===== src/hub_err_pkg.sv =====
package hub_err_pkg;
    // ****************************************
    // sizes and register map
    // ****************************************
    localparam int NUM_PORTS = 4;
    localparam int PIN_CNT = 3;
    localparam logic [11:0] OFS_PIN_CTL = 12'h0A4;
    localparam logic [11:0] OFS_PIN_STATE = 12'h0A8;
    localparam logic [11:0] OFS_PIN_LEVELS = 12'h0AC;
    localparam logic [11:0] OFS_UNC = 12'h104;
    localparam logic [11:0] OFS_COR = 12'h110;
    localparam logic [11:0] OFS_SRC_ID = 12'h134;
    localparam logic [11:0] OFS_REMAP_CTL = 12'h184;
    localparam logic [11:0] OFS_XUNC = 12'h208;
    localparam logic [11:0] OFS_HUB_STS = 12'h300;

    // ****************************************
    // field positions and reset values
    // ****************************************
    localparam int MA_BIT = 4;
    localparam int CEIL_BIT = 5;
    localparam int IRQWIN_BIT = 6;
    localparam int UR_BIT = 20;
    localparam int ADV_NF_BIT = 13;
    localparam int MSI_BIT = 8;
    localparam int REMAP_EN_BIT = 0;
    localparam int CEIL_LO = 4;
    localparam int PIN_SW_LO = 8;
    localparam logic [31:0] REMAP_CTL_RST = 32'h0000_00F0;
    localparam logic [31:0] PIN_CTL_RST = 32'h0000_0000;
    localparam int TOP_MEM_BITS = 40;
    localparam int CEIL_BASE_BITS = 36;
    localparam logic [43:0] IRQ_WIN_TAG = 44'h0000_0000_FEE;
    localparam logic [1:0] MODE_EVENT = 2'h1;
    localparam logic [1:0] MODE_SW = 2'h2;

    typedef enum logic [1:0] {
        CPL_OK = 2'h0,
        CPL_UR = 2'h1,
        CPL_DROP = 2'h3
    } cpl_e;

    typedef enum logic [1:0] {
        MSG_COR = 2'h0,
        MSG_NONFATAL = 2'h1,
        MSG_FATAL = 2'h2
    } msg_e;

    // ****************************************
    // carriers
    // ****************************************
    typedef struct packed {
        logic valid;
        logic [1:0] port;
        logic write;
        logic translated;
        logic msi;
        logic [9:0] len_dw;
        logic [63:0] addr;
    } inbound_s;

    typedef struct packed {
        logic valid;
        logic [1:0] port;
        msg_e kind;
        logic [15:0] requester_identifier;
    } errmsg_s;

    typedef struct packed {
        logic valid;
        logic write;
        logic [1:0] port;
        logic [11:0] addr;
        logic [31:0] wdata;
    } cfg_req_s;

    typedef struct packed {
        logic valid;
        logic [1:0] port;
        cpl_e status;
    } resp_s;

    // true when any address bit at or above position nbits is set
    function automatic logic above_bits(input logic [63:0] addr, input int nbits);
        return (addr >> nbits) != 64'h0;
    endfunction
endpackage


===== src/inbound_addr_check.sv =====
`timescale 1ns/1ps
module inbound_addr_check (
    input wire hub_err_pkg::inbound_s req,
    input wire logic [3:0] host_address_ceiling,
    input wire logic remap_en,
    input wire logic port_wide,
    output logic above_top,
    output logic over_ceiling,
    output logic irq_block,
    output logic msi_bad
);
    // ****************************************
    // address classification
    // ****************************************
    always_comb begin
        above_top = hub_err_pkg::above_bits(req.addr, hub_err_pkg::TOP_MEM_BITS); // RULE1
        over_ceiling = remap_en && req.translated &&
            hub_err_pkg::above_bits(req.addr, hub_err_pkg::CEIL_BASE_BITS + int'(host_address_ceiling)); // RULE4
        irq_block = req.translated && req.write && (req.addr[63:20] == hub_err_pkg::IRQ_WIN_TAG); // RULE5
        msi_bad = req.msi && port_wide && (req.len_dw > 10'h001); // RULE7
    end
endmodule


===== src/err_pin_drive.sv =====
`timescale 1ns/1ps
module err_pin_drive (
    input wire logic clk_sys,
    input wire logic rstn,
    input wire logic ce,
    input wire logic [31:0] ctl,
    input wire logic ctl_write,
    input wire logic [2:0] events,
    output logic [2:0] pins,
    output logic [2:0] pin_state
);
    typedef struct packed {
        logic [2:0] pend;
        logic [2:0] pins;
    } pin_state_s;

    pin_state_s r_reg;
    pin_state_s r_next;

    // ****************************************
    // pin drive per assertion mode
    // ****************************************
    always_comb begin
        r_next = r_reg;
        if (ce) begin
            for (int n = 0; n < hub_err_pkg::PIN_CNT; n++) begin
                // set wins over the clear caused by a control write
                r_next.pend[n] = (r_reg.pend[n] && !ctl_write) || events[n];
                if (ctl[2*n +: 2] == hub_err_pkg::MODE_EVENT) begin
                    r_next.pins[n] = r_next.pend[n];
                end else if (ctl[2*n +: 2] == hub_err_pkg::MODE_SW) begin
                    r_next.pins[n] = ctl[hub_err_pkg::PIN_SW_LO + n];
                end else begin
                    r_next.pins[n] = 1'b0;
                end
            end
        end
    end

    always_ff @(posedge clk_sys or negedge rstn) begin
        if (!rstn) begin
            r_reg <= '0;
        end else begin
            r_reg <= r_next;
        end
    end

    always_comb begin
        pins = r_reg.pins;
        for (int n = 0; n < hub_err_pkg::PIN_CNT; n++) begin
            pin_state[n] = r_reg.pins[n] && ((ctl[2*n +: 2] == hub_err_pkg::MODE_EVENT) ||
                (ctl[2*n +: 2] == hub_err_pkg::MODE_SW)); // RULE8
        end
    end
endmodule


===== src/io_hub_error_logging.sv =====
`timescale 1ns/1ps
// Contract
// RULE1: any inbound access above 2^40 is master-aborted and sets bit 4 of hub_error_status, remap on or off.
// RULE2: such an abort also sets the unsupported-request bit in the port's uncorrectable status.
// RULE3: with non-fatal severity such an abort signals a normal non-fatal error and leaves bit 13 of correctable status clear.
// RULE4: a translated access above the ceiling in remap control bits 7:4 gets an Unsupported Request completion.
// RULE5: a translated write into the interrupt window at FEExxxxxh is blocked.
// RULE6: internally generated error messages load their requester identifier into error_source_identity.
// RULE7: on a x8 or x16 port an MSI longer than one doubleword sets bit 8 of that port's extra uncorrectable status.
// RULE8: error_pin_state follows the true pin level for every pin in mode 01b or 10b.
// RULE9: error_pin_levels returns the current level of the three error pins in bits 2:0.
// RULE10: ceiling rejects and interrupt-window blocks set their own flags in hub_error_status.
// RULE11: requester identifiers of inbound fatal, non-fatal and correctable messages are captured too.
module io_hub_error_logging (
    input wire logic clk_sys,
    input wire logic rstn,
    input wire logic ce,
    input wire hub_err_pkg::inbound_s inb,
    input wire hub_err_pkg::errmsg_s emsg,
    input wire hub_err_pkg::cfg_req_s cfg,
    input wire logic [hub_err_pkg::NUM_PORTS-1:0] port_wide,
    input wire logic ur_sev_fatal,
    output hub_err_pkg::resp_s resp,
    output logic [31:0] cfg_rdata,
    output logic cfg_rvalid,
    output logic [2:0] err_sig,
    output logic [2:0] system_error_outputs
);
    localparam int NP = hub_err_pkg::NUM_PORTS;

    typedef struct packed {
        logic [31:0] pin_ctl;
        logic [31:0] remap_ctl;
        logic [31:0] hub_sts;
        logic [NP-1:0][31:0] unc;
        logic [NP-1:0][31:0] cor;
        logic [NP-1:0][31:0] xunc;
        logic [NP-1:0][31:0] sid;
        logic [31:0] rdata;
        logic rvalid;
        hub_err_pkg::resp_s resp;
        logic [2:0] sig;
    } hub_state_s;

    hub_state_s r_reg;
    hub_state_s r_next;
    logic above_top;
    logic over_ceiling;
    logic irq_block;
    logic msi_bad;
    logic [2:0] pin_state;
    logic pin_ctl_write;

    // ****************************************
    // submodules
    // ****************************************
    inbound_addr_check i_inbound_addr_check (
        .req(inb),
        .host_address_ceiling(r_reg.remap_ctl[hub_err_pkg::CEIL_LO +: 4]),
        .remap_en(r_reg.remap_ctl[hub_err_pkg::REMAP_EN_BIT]),
        .port_wide(port_wide[inb.port]),
        .above_top(above_top),
        .over_ceiling(over_ceiling),
        .irq_block(irq_block),
        .msi_bad(msi_bad)
    );

    assign pin_ctl_write = ce && cfg.valid && cfg.write && (cfg.addr == hub_err_pkg::OFS_PIN_CTL);

    // pins assert off the registered severity pulses, one cycle after the pulse and two after the event
    err_pin_drive i_err_pin_drive (
        .clk_sys(clk_sys),
        .rstn(rstn),
        .ce(ce),
        .ctl(r_reg.pin_ctl),
        .ctl_write(pin_ctl_write),
        .events(r_reg.sig),
        .pins(system_error_outputs),
        .pin_state(pin_state)
    );

    // ****************************************
    // next state
    // ****************************************
    always_comb begin
        logic [31:0] set_hub;
        logic [31:0] clr_hub;
        logic [NP-1:0][31:0] set_unc;
        logic [NP-1:0][31:0] set_x;
        logic [NP-1:0][31:0] clr_unc;
        logic [NP-1:0][31:0] clr_cor;
        logic [NP-1:0][31:0] clr_x;
        set_hub = '0;
        clr_hub = '0;
        set_unc = '0;
        set_x = '0;
        clr_unc = '0;
        clr_cor = '0;
        clr_x = '0;
        r_next = r_reg;
        if (ce) begin
            r_next.rvalid = 1'b0;
            r_next.resp.valid = 1'b0;
            r_next.sig = 3'h0;
            if (inb.valid) begin
                r_next.resp.valid = 1'b1;
                r_next.resp.port = inb.port;
                r_next.resp.status = hub_err_pkg::CPL_OK;
                if (above_top || over_ceiling) begin
                    r_next.resp.status = hub_err_pkg::CPL_UR; // RULE1 RULE4
                    set_unc[inb.port][hub_err_pkg::UR_BIT] = 1'b1; // RULE2
                    // abort is fatal or non-fatal as ur_sev_fatal selects; advisory bit is never touched
                    r_next.sig[2] = ur_sev_fatal;
                    r_next.sig[1] = !ur_sev_fatal; // RULE3
                    if (above_top) begin
                        set_hub[hub_err_pkg::MA_BIT] = 1'b1; // RULE1
                    end else begin
                        set_hub[hub_err_pkg::CEIL_BIT] = 1'b1; // RULE10
                    end
                end else if (irq_block) begin
                    r_next.resp.status = hub_err_pkg::CPL_DROP; // RULE5
                    set_hub[hub_err_pkg::IRQWIN_BIT] = 1'b1; // RULE10
                end
                if (msi_bad) begin
                    set_x[inb.port][hub_err_pkg::MSI_BIT] = 1'b1; // RULE7
                end
            end
            if (emsg.valid) begin
                // correctable sources in the low half, uncorrectable in the high half
                if (emsg.kind == hub_err_pkg::MSG_COR) begin
                    r_next.sid[emsg.port][15:0] = emsg.requester_identifier; // RULE6 RULE11
                    r_next.sig[0] = 1'b1;
                end else begin
                    r_next.sid[emsg.port][31:16] = emsg.requester_identifier; // RULE6 RULE11
                    r_next.sig[2] = r_next.sig[2] || (emsg.kind == hub_err_pkg::MSG_FATAL);
                    r_next.sig[1] = r_next.sig[1] || (emsg.kind == hub_err_pkg::MSG_NONFATAL);
                end
            end
            if (cfg.valid && cfg.write) begin
                if (cfg.addr == hub_err_pkg::OFS_PIN_CTL) begin
                    r_next.pin_ctl = cfg.wdata;
                end else if (cfg.addr == hub_err_pkg::OFS_REMAP_CTL) begin
                    r_next.remap_ctl = cfg.wdata;
                end else if (cfg.addr == hub_err_pkg::OFS_HUB_STS) begin
                    clr_hub = cfg.wdata;
                end else if (cfg.addr == hub_err_pkg::OFS_UNC) begin
                    clr_unc[cfg.port] = cfg.wdata;
                end else if (cfg.addr == hub_err_pkg::OFS_COR) begin
                    clr_cor[cfg.port] = cfg.wdata;
                end else if (cfg.addr == hub_err_pkg::OFS_XUNC) begin
                    clr_x[cfg.port] = cfg.wdata;
                end
            end
            if (cfg.valid && !cfg.write) begin
                r_next.rvalid = 1'b1;
                if (cfg.addr == hub_err_pkg::OFS_PIN_CTL) begin
                    r_next.rdata = r_reg.pin_ctl;
                end else if (cfg.addr == hub_err_pkg::OFS_PIN_STATE) begin
                    r_next.rdata = {29'h0, pin_state}; // RULE8
                end else if (cfg.addr == hub_err_pkg::OFS_PIN_LEVELS) begin
                    r_next.rdata = {29'h0, system_error_outputs}; // RULE9
                end else if (cfg.addr == hub_err_pkg::OFS_UNC) begin
                    r_next.rdata = r_reg.unc[cfg.port];
                end else if (cfg.addr == hub_err_pkg::OFS_COR) begin
                    r_next.rdata = r_reg.cor[cfg.port];
                end else if (cfg.addr == hub_err_pkg::OFS_SRC_ID) begin
                    r_next.rdata = r_reg.sid[cfg.port];
                end else if (cfg.addr == hub_err_pkg::OFS_REMAP_CTL) begin
                    r_next.rdata = r_reg.remap_ctl;
                end else if (cfg.addr == hub_err_pkg::OFS_XUNC) begin
                    r_next.rdata = r_reg.xunc[cfg.port];
                end else if (cfg.addr == hub_err_pkg::OFS_HUB_STS) begin
                    r_next.rdata = r_reg.hub_sts;
                end else begin
                    r_next.rdata = 32'h0;
                end
            end
            // write-one-to-clear, a new event in the same cycle wins
            r_next.hub_sts = (r_reg.hub_sts & ~clr_hub) | set_hub;
            for (int p = 0; p < NP; p++) begin
                r_next.unc[p] = (r_reg.unc[p] & ~clr_unc[p]) | set_unc[p];
                r_next.cor[p] = r_reg.cor[p] & ~clr_cor[p];
                r_next.xunc[p] = (r_reg.xunc[p] & ~clr_x[p]) | set_x[p];
            end
        end
    end

    always_ff @(posedge clk_sys or negedge rstn) begin
        if (!rstn) begin
            r_reg <= '0;
            r_reg.pin_ctl <= hub_err_pkg::PIN_CTL_RST;
            r_reg.remap_ctl <= hub_err_pkg::REMAP_CTL_RST;
        end else begin
            r_reg <= r_next;
        end
    end

    assign resp = r_reg.resp;
    assign cfg_rdata = r_reg.rdata;
    assign cfg_rvalid = r_reg.rvalid;
    assign err_sig = r_reg.sig;

    // ****************************************
    // assertions
    // ****************************************
    property p_top_abort;
        @(posedge clk_sys) disable iff (!rstn)
        ce && inb.valid && inb.addr[63:40] != 24'h0 |=>
            resp.valid && resp.status == hub_err_pkg::CPL_UR && r_reg.hub_sts[4];
    endproperty
    a_top_abort: assert property (p_top_abort) else $error("top abort not flagged"); // RULE1

    property p_top_unc;
        @(posedge clk_sys) disable iff (!rstn)
        ce && inb.valid && above_top |=> r_reg.unc[$past(inb.port)][20];
    endproperty
    a_top_unc: assert property (p_top_unc) else $error("port status missing abort"); // RULE2

    property p_nonfatal;
        @(posedge clk_sys) disable iff (!rstn)
        ce && inb.valid && above_top && !ur_sev_fatal && !(emsg.valid && emsg.kind == hub_err_pkg::MSG_FATAL) |=>
            err_sig[1] && !err_sig[2] && !r_reg.cor[$past(inb.port)][13];
    endproperty
    a_nonfatal: assert property (p_nonfatal) else $error("abort severity wrong"); // RULE3

    property p_ceiling;
        @(posedge clk_sys) disable iff (!rstn)
        ce && inb.valid && !above_top && inb.translated && r_reg.remap_ctl[0] &&
            (inb.addr >> (36 + int'(r_reg.remap_ctl[7:4]))) != 64'h0 |=>
            resp.status == hub_err_pkg::CPL_UR && r_reg.hub_sts[5];
    endproperty
    a_ceiling: assert property (p_ceiling) else $error("ceiling reject missing"); // RULE4

    property p_irq_window;
        @(posedge clk_sys) disable iff (!rstn)
        ce && inb.valid && inb.translated && inb.write && inb.addr[63:20] == 44'h0000_0000_FEE &&
            !above_top && !over_ceiling |=> resp.status == hub_err_pkg::CPL_DROP && r_reg.hub_sts[6];
    endproperty
    a_irq_window: assert property (p_irq_window) else $error("interrupt window write not blocked"); // RULE5

    property p_src_id;
        @(posedge clk_sys) disable iff (!rstn)
        ce && emsg.valid && emsg.kind == hub_err_pkg::MSG_FATAL |=>
            r_reg.sid[$past(emsg.port)][31:16] == $past(emsg.requester_identifier);
    endproperty
    a_src_id: assert property (p_src_id) else $error("source id not captured"); // RULE6

    property p_src_id_cor;
        @(posedge clk_sys) disable iff (!rstn)
        ce && emsg.valid && emsg.kind == hub_err_pkg::MSG_COR |=>
            r_reg.sid[$past(emsg.port)][15:0] == $past(emsg.requester_identifier) && err_sig[0];
    endproperty
    a_src_id_cor: assert property (p_src_id_cor) else $error("correctable source id lost"); // RULE11

    property p_msi;
        @(posedge clk_sys) disable iff (!rstn)
        ce && inb.valid && inb.msi && port_wide[inb.port] && inb.len_dw > 10'h001 |=>
            r_reg.xunc[$past(inb.port)][8];
    endproperty
    a_msi: assert property (p_msi) else $error("long msi not flagged"); // RULE7

    property p_pin_state;
        @(posedge clk_sys) disable iff (!rstn)
        r_reg.pin_ctl[1:0] == 2'h1 || r_reg.pin_ctl[1:0] == 2'h2 |-> pin_state[0] == system_error_outputs[0];
    endproperty
    a_pin_state: assert property (p_pin_state) else $error("pin state differs from pin"); // RULE8

    property p_pin_levels;
        @(posedge clk_sys) disable iff (!rstn)
        ce && cfg.valid && !cfg.write && cfg.addr == 12'h0AC |=>
            cfg_rvalid && cfg_rdata == {29'h0, $past(system_error_outputs)};
    endproperty
    a_pin_levels: assert property (p_pin_levels) else $error("pin levels read wrong"); // RULE9

    property p_inb_answer;
        @(posedge clk_sys) disable iff (!rstn)
        ce && inb.valid |=> resp.valid && resp.port == $past(inb.port);
    endproperty
    a_inb_answer: assert property (p_inb_answer) else $error("no inbound answer"); // RULE1

    property p_state_read;
        @(posedge clk_sys) disable iff (!rstn)
        ce && cfg.valid && !cfg.write && cfg.addr == 12'h0A8 |=> cfg_rvalid && cfg_rdata[2:0] == $past(pin_state);
    endproperty
    a_state_read: assert property (p_state_read) else $error("pin state read wrong"); // RULE8

    property p_pin_sw;
        @(posedge clk_sys) disable iff (!rstn)
        ce && r_reg.pin_ctl[1:0] == 2'h2 |=> system_error_outputs[0] == $past(r_reg.pin_ctl[8]);
    endproperty
    a_pin_sw: assert property (p_pin_sw) else $error("pin not at software level"); // RULE8

    c_top_abort: cover property (@(posedge clk_sys) disable iff (!rstn) ce && inb.valid && above_top);
    c_irq_block: cover property (@(posedge clk_sys) disable iff (!rstn) ce && inb.valid && irq_block);
    c_ceiling: cover property (@(posedge clk_sys) disable iff (!rstn) ce && inb.valid && over_ceiling);
    c_msi_bad: cover property (@(posedge clk_sys) disable iff (!rstn) ce && inb.valid && msi_bad);
    c_pin_event: cover property (@(posedge clk_sys) disable iff (!rstn) r_reg.pin_ctl[5:4] == 2'h1 &&
        system_error_outputs[2]);
endmodule


===== config.mk =====
export PLATFORM = sky130hd
export DESIGN_NAME = io_hub_error_logging
export DESIGN_NICKNAME = d
export VERILOG_FILES = /design/src/hub_err_pkg.sv /design/src/inbound_addr_check.sv /design/src/err_pin_drive.sv /design/src/io_hub_error_logging.sv
export SDC_FILE = /design/constraint.sdc
export NUM_CORES = 1
export LEC_CHECK = 0
export BUFFER_PORTS_ARGS = -buffer_cell sky130_fd_sc_hd__buf_2
export CORE_ASPECT_RATIO = 1.4
export CORE_MARGIN = 5
export CORE_UTILIZATION = 57
export CTS_BUF_LIST = sky130_fd_sc_hd__clkbuf_8
export DETAILED_ROUTE_END_ITERATION = 10
export PLACE_DENSITY = 0.84
export SYNTH_ARGS = -nofsm -noshare
export SYNTH_HDL_FRONTEND = slang
export SYNTH_HIERARCHICAL = 1
export SYNTH_SLANG_ARGS = --single-unit

===== constraint.sdc =====
create_clock -name clk_sys -period 2.6 [get_ports clk_sys]
set_input_delay 0.26 -clock clk_sys [delete_from_list [all_inputs] [get_ports clk_sys]]
set_output_delay 0.26 -clock clk_sys [all_outputs]
set_load 0.02 [all_outputs]

### Word-level counts from Yosys, hierarchy flattened

Cells that the tools add are included.
W data, S select, Z words.

* register bits after elaboration: 655
* latch bits: 0
* bits in writable memories: 0
* memory bits (read-only): 0
* output and inout bits: 44
* logic and storage cells: 218
* memories kept: 0

* add/subtract/negate cells: 1
* multipliers: 0
* div/mod/pow operators: 0
* $lt $le $gt $ge: 7
* equality and inequality tests: 19
* shift operators: 1
* mux-type cells: 86
* bitwise operators: 37
* reduce and logical (&&, ||, !) cells: 40

Operator list (number)
* $mux W128: 28
* $mux W32: 20
* $and A32 B32 Y32: 13
* $not A32 Y32: 13
* $demux W32 S2: 5
* $bmux W32 S2: 4
* $bwmux W128: 2
* $or A32 B32 Y32: 8
* $and A128 B128 Y128: 1
* $reduce_bool A64 Y1: 2
* $shr A64 B32 Y64: 1
* $eq A12 B9 Y1 const B: 4
* $eq A44 B12 Y1 const B: 1
* $eq A12 B8 Y1 const B: 3
* $or A32 B7 Y32: 1
* $eq A12 B10 Y1 const B: 2
* $mux W21: 1
* $logic_and A1 B1 Y1: 20
* $mux W16: 1
* $mux W7: 2
* $mux W1: 13
* $gt A10 B1 Y1 const B: 1
* $mux W2: 5
* $logic_or A1 B1 Y1: 9
* other kinds (15): 31

### Longest topological paths before layout

* depth after elaboration: 16
* mapped depth: 11
* depth with buffers taken out: 9

### By module

Netlist, hierarchy kept.

By module, submodules not included
* io_hub_error_logging: times used 1, cells an instance 2056, area each 28258.4 µm², sequential area each 16245.6 µm²
* inbound_addr_check: times used 1, cells an instance 96, area each 648.1 µm², sequential area each 0.0 µm²
* err_pin_drive: times used 1, cells an instance 48, area each 421.7 µm², sequential area each 150.1 µm²

### Worst setup path after synthesis

OpenSTA, ideal clock, no wires.

* path kind: reg2reg
* start point: register r_reg[589] (netlist bit)
* end point: register r_reg, in the netlist err_sig[2]
* data arrival time: 2.726 ns
* data required time: 2.482 ns
* slack: -0.244 ns
* cell stages (with the launch flop): 10
* period minus slack after synthesis: 2.844 ns
* cell sequence: dfstp_2 -> buf_6 -> mux2_4 -> or3_1 -> a211o_1 -> a2111oi_1 -> a41oi_1 -> o211ai_1 -> o22ai_1 -> a21o_1

* word-level cells in the longest chain between the ends: 11

Ends and longest elaborated chain
* from (decl): RTL line io_hub_error_logging.sv:45 `hub_state_s r_reg;`
* from (signal assigned): RTL line io_hub_error_logging.sv:194 `r_reg <= r_next;`
* $add A6 B4 Y7 (*): RTL line inbound_addr_check.sv:18 `hub_err_pkg::above_bits(req.addr, hub_err_pkg::CEIL_BASE_BITS + int'(host_address_ceiling));`
* $shr A64 B32 Y64 (*): RTL line hub_err_pkg.sv:85 `return (addr >> nbits) != 64'h0;`
* $reduce_bool A64 Y1 (*): RTL line hub_err_pkg.sv:85
* $logic_and A1 B1 Y1 (*): RTL line inbound_addr_check.sv:17 `over_ceiling = remap_en && req.translated &&`
* net over_ceiling: RTL line io_hub_error_logging.sv:48 `logic over_ceiling;`
* $logic_or A1 B1 Y1 (*): RTL line io_hub_error_logging.sv:109 `if (above_top || over_ceiling) begin`
* $mux W2 (*): RTL line io_hub_error_logging.sv:109
* $mux W7 (*): RTL line io_hub_error_logging.sv:105 `if (inb.valid) begin`
* $mux W7 (*): RTL line io_hub_error_logging.sv:101 `if (ce) begin`
* $logic_or A1 B1 Y1: RTL line io_hub_error_logging.sv:135 `r_next.sig[2] = r_next.sig[2] || (emsg.kind == hub_err_pkg::MSG_FATAL);`
* $mux W2: RTL line io_hub_error_logging.sv:130 `if (emsg.kind == hub_err_pkg::MSG_COR) begin`
* $mux W3 (*): RTL line io_hub_error_logging.sv:128 `if (emsg.valid) begin`

Mark *: on every way through the listed nets, which the timed path passes. The rest lies on a longest branch. The select of a mux whose other input is x is not followed.
A chain may end at the register's enable or synchronous reset.

### Worst setup path in the final report

* start point: register r_reg[589] (netlist bit)
* end point: register r_reg, in the netlist err_sig[1]

* word-level cells in the longest chain between the ends: 11

Ends and longest elaborated chain
* $add A6 B4 Y7 (*): RTL line inbound_addr_check.sv:18
* $shr A64 B32 Y64 (*): RTL line hub_err_pkg.sv:85
* $reduce_bool A64 Y1 (*): RTL line hub_err_pkg.sv:85
* $logic_and A1 B1 Y1 (*): RTL line inbound_addr_check.sv:17
* net over_ceiling: RTL line io_hub_error_logging.sv:48
* $logic_or A1 B1 Y1 (*): RTL line io_hub_error_logging.sv:109
* $mux W2 (*): RTL line io_hub_error_logging.sv:109
* $mux W7 (*): RTL line io_hub_error_logging.sv:105
* $mux W7 (*): RTL line io_hub_error_logging.sv:101
* $logic_or A1 B1 Y1: RTL line io_hub_error_logging.sv:136 `r_next.sig[1] = r_next.sig[1] || (emsg.kind == hub_err_pkg::MSG_NONFATAL);`
* $mux W2: RTL line io_hub_error_logging.sv:130
* $mux W3 (*): RTL line io_hub_error_logging.sv:128

Marked as above.

==> run metrics <==
status=complete, but fails checks; failing checks=negative hold slack, negative setup slack; vias=21300; Critical Path Fanout Max=5; CTS tree=done; DR WL/cell=27.1 um; fin nets=2632; largest net degree at the start of global routing=126; GPL Wtd Cong=0.914; initial antenna violation count=8; top post-synthesis cells by area=dfrtp_1 56%, mux4_2 9.9%, o21a_1 9.4%; Slew Viols, Final=0; CP Class=flip-flop to flip-flop; min cycle time layout=2.87 ns; Finished Cell Area=0.0340 sq mm; flops & latches, synth=655; LEAKAGE=15.6 nW; internal reg-to-reg setup slack=-0.27 ns; deepest clock path buffer count=3; Starting Density=57.5%; Fmax=348 MHz; DRT Pass-1 Iters=6; # H-tree levels=3; detailed placement HPWL=57100 um; DRT iter0 DRCs=1971; Max rail drop VDD=400 uV; met1 WL=30500 um; vias in the first global route=23400; Overflow after GRT=0; Num CTS Buffers=93; WL met2=42200 um; endpoints failing setup=10; distinct cell type count after synthesis=77; global-route wire length before repair=136000 um; Placed Instance Area=0.0314 sq mm; root buffer selected by CTS=clkbuf_8; Worst Setup SP=r_reg[589]$_DFFE_PN1P_; worst-margin pin slew=1.20 ns; final hold slack=-0.0475 ns; # hold bufs at CTS=55; routed wl met3=7290 um; top layer used by detailed routing=met5; worst path arrival time=3.41 ns; area leader, netlist=dfrtp_1; CP Data Required Time=3.14 ns; syn_area_per_cell=13.3 sq um; post-synthesis cell count=2200; via/cell ratio=6.65; post-synth top area share=55.5%; FFs w/ async S/R, synth=100%; Die H=278 um; CORE AREA=0.0510 sq mm; dpl ws=-0.416 ns; relative max-transition margin=19.1%; Seq/Total Area, Yosys=55.9%; Max-Cap Viols=0; post-synthesis net count=2363; Ports=201; worst setup margin=-0.271 ns; power per cell area=635 mW/mm^2; crit path launch type=flip-flop; Syn. warnings=6; port bufs=179; synthesis-to-layout area growth=15.9%; Post-synth EDFFs=0; full die area=0.0562 sq mm; post-route ant nets=0; period utilisation layout=110%; predominant post-synthesis flop cell=dfrtp_1; die width=202 um; Fin. Hold Viols=1; Rows=98; clock-pin slew on the worst setup and hold paths=0.07 ns; Clock Latency Late Sink=0.67 ns; final WL=86600 um; Total Routing Usage GR=31.0%; Total Negative Setup Slacks=-2.11 ns; Cell Area, Synth=0.0293 sq mm; Remaining DRCs=0; Worst setup EP type=flip-flop; RSZ-0062 raised after global routing=true; clk sinks=655; share of layout cells above drive strength 1=31.5%; Fin Clk Skew=0.0329 ns; Largest register FFs=608; reg2reg start=r_reg[589]$_DFFE_PN1P_; Hold/Removal Path Class=primary input to flip-flop; fill count=3389; HP Start=ur_sev_fatal
cell usage after synthesis, drive strengths merged (7+ instances only):
| library cell | n |
|---|---|
| a221o | 18 |
| inv | 20 |
| nand3 | 18 |
| a22o | 7 |
| o21ai | 57 |
| clkbuf | 57 |
| nor3 | 17 |
| dfrtp | 651 |
| nand2 | 184 |
| o21a | 367 |
| o221ai | 7 |
| a211oi | 10 |
| buf | 131 |
| mux4 | 129 |
| o211ai | 9 |
| a22oi | 45 |
| o22ai | 20 |
| mux2 | 205 |
| a21boi | 38 |
| nor4 | 17 |
| nor2 | 45 |
| a21oi | 27 |
| a21o | 8 |
| nand2b | 11 |
metal layers:
layer	track usage [%]	vias up
met5	0	-
li1	-	8764
met2	50.8	1219
met3	6.83	352
met1	37.2	10900
met4	20.3	2
worst max-delay path: stages, from the launching register on:
cell	delay [ns]
dfstp_2	0.61
mux2_4	0.32
o32a_1	0.32
a211o_1	0.31
a2111oi_4	0.30
a41oi_2	0.17
o211ai_1	0.19
buf_4	0.16
buf_4	0.10
nor2_1	0.04
a21oi_1	0.12
o21ai_1	0.08
layout by cell type (no fill, tap or decap), drive strengths merged, types with 7 or more instances in the layout:
cell	n
clkbuf	119
a22o	7
mux4	129
dlygate4sd3	55
nand2b	11
nand3	18
a21boi	38
clkinv	14
dfrtp	651
nor4	17
o211ai	9
buf	307
o21a	367
a21o	8
nand2	184
o22ai	20
a22oi	45
a211oi	10
a221o	18
nor2	45
a21oi	27
o21ai	57
nor3	17
inv	49
o221ai	7
mux2	205
power by group:
part	internal (W)	switching (W)	total, W
sequential	0.0107	0.000304	0.0110
clock	0.00453	0.00398	0.00851
combinational	0.000931	0.00116	0.00209
final timing paths:
check | cells after the start | end
max in group asynchronous | 3 | r_reg[120]$_DFFE_PN0P_
worst min register to register | 1 | r_reg[475]$_DFFE_PN0P_
worst max register to register | 11 | err_sig[1]$_DFFE_PN0P_
worst min-delay path | 4 | err_sig[1]$_DFFE_PN0P_
worst max-delay path | 11 | err_sig[1]$_DFFE_PN0P_
min in group asynchronous | 2 | r_reg[505]$_DFFE_PN0P_
what timing repair did:
item	4_1_cts	5_1_grt
setup endpoints to repair	9	10
buffers inserted	5	0
resized for setup	13	6
endpoints found under the hold margin	398	1
cloned	0	0
pin swaps	5	0
per-stage QoR:
| step | util, % | power [W] | cells |
|---|---|---|---|
| final | 66.6 | 0.0216 | 3199 |
| after global routing | 66.6 | 0.0223 | 3198 |
| after CTS | 66.6 | 0.0216 | 3193 |
| after detailed placement | 61.5 | 0.0131 | 2965 |
| after global placement | 61.5 | 0.0130 | 2965 |
| after floorplan | - | 0.0121 | 2200 |
logic make-up after synthesis:
kind of cell / count (synthesis) / share of synthesized area [%]
flops: 655 / 55.9
mux: 337 / 17.9
simple gates: 335 / 5.51
compound gates: 659 / 16.5
fa+ha+maj: 6 / 0.256
buf+inv: 208 / 3.89
cell type report:
class / instances / area (sq um) / area share [%]
Timing Repair Buffer: 362 / 2800 / 8.24
Clock buffer: 119 / 1640 / 4.82
Sequential cell: 655 / 16400 / 48.2
Clock inverter: 50 / 337 / 0.990
Tap cell: 650 / 813 / 2.39
Inverter: 20 / 75.1 / 0.221
Antenna cell: 6 / 15.0 / 0.0442
Multi-Input combinational cell: 1337 / 11900 / 35.1
Note: power is estimated with default switching activity, not from simulation.
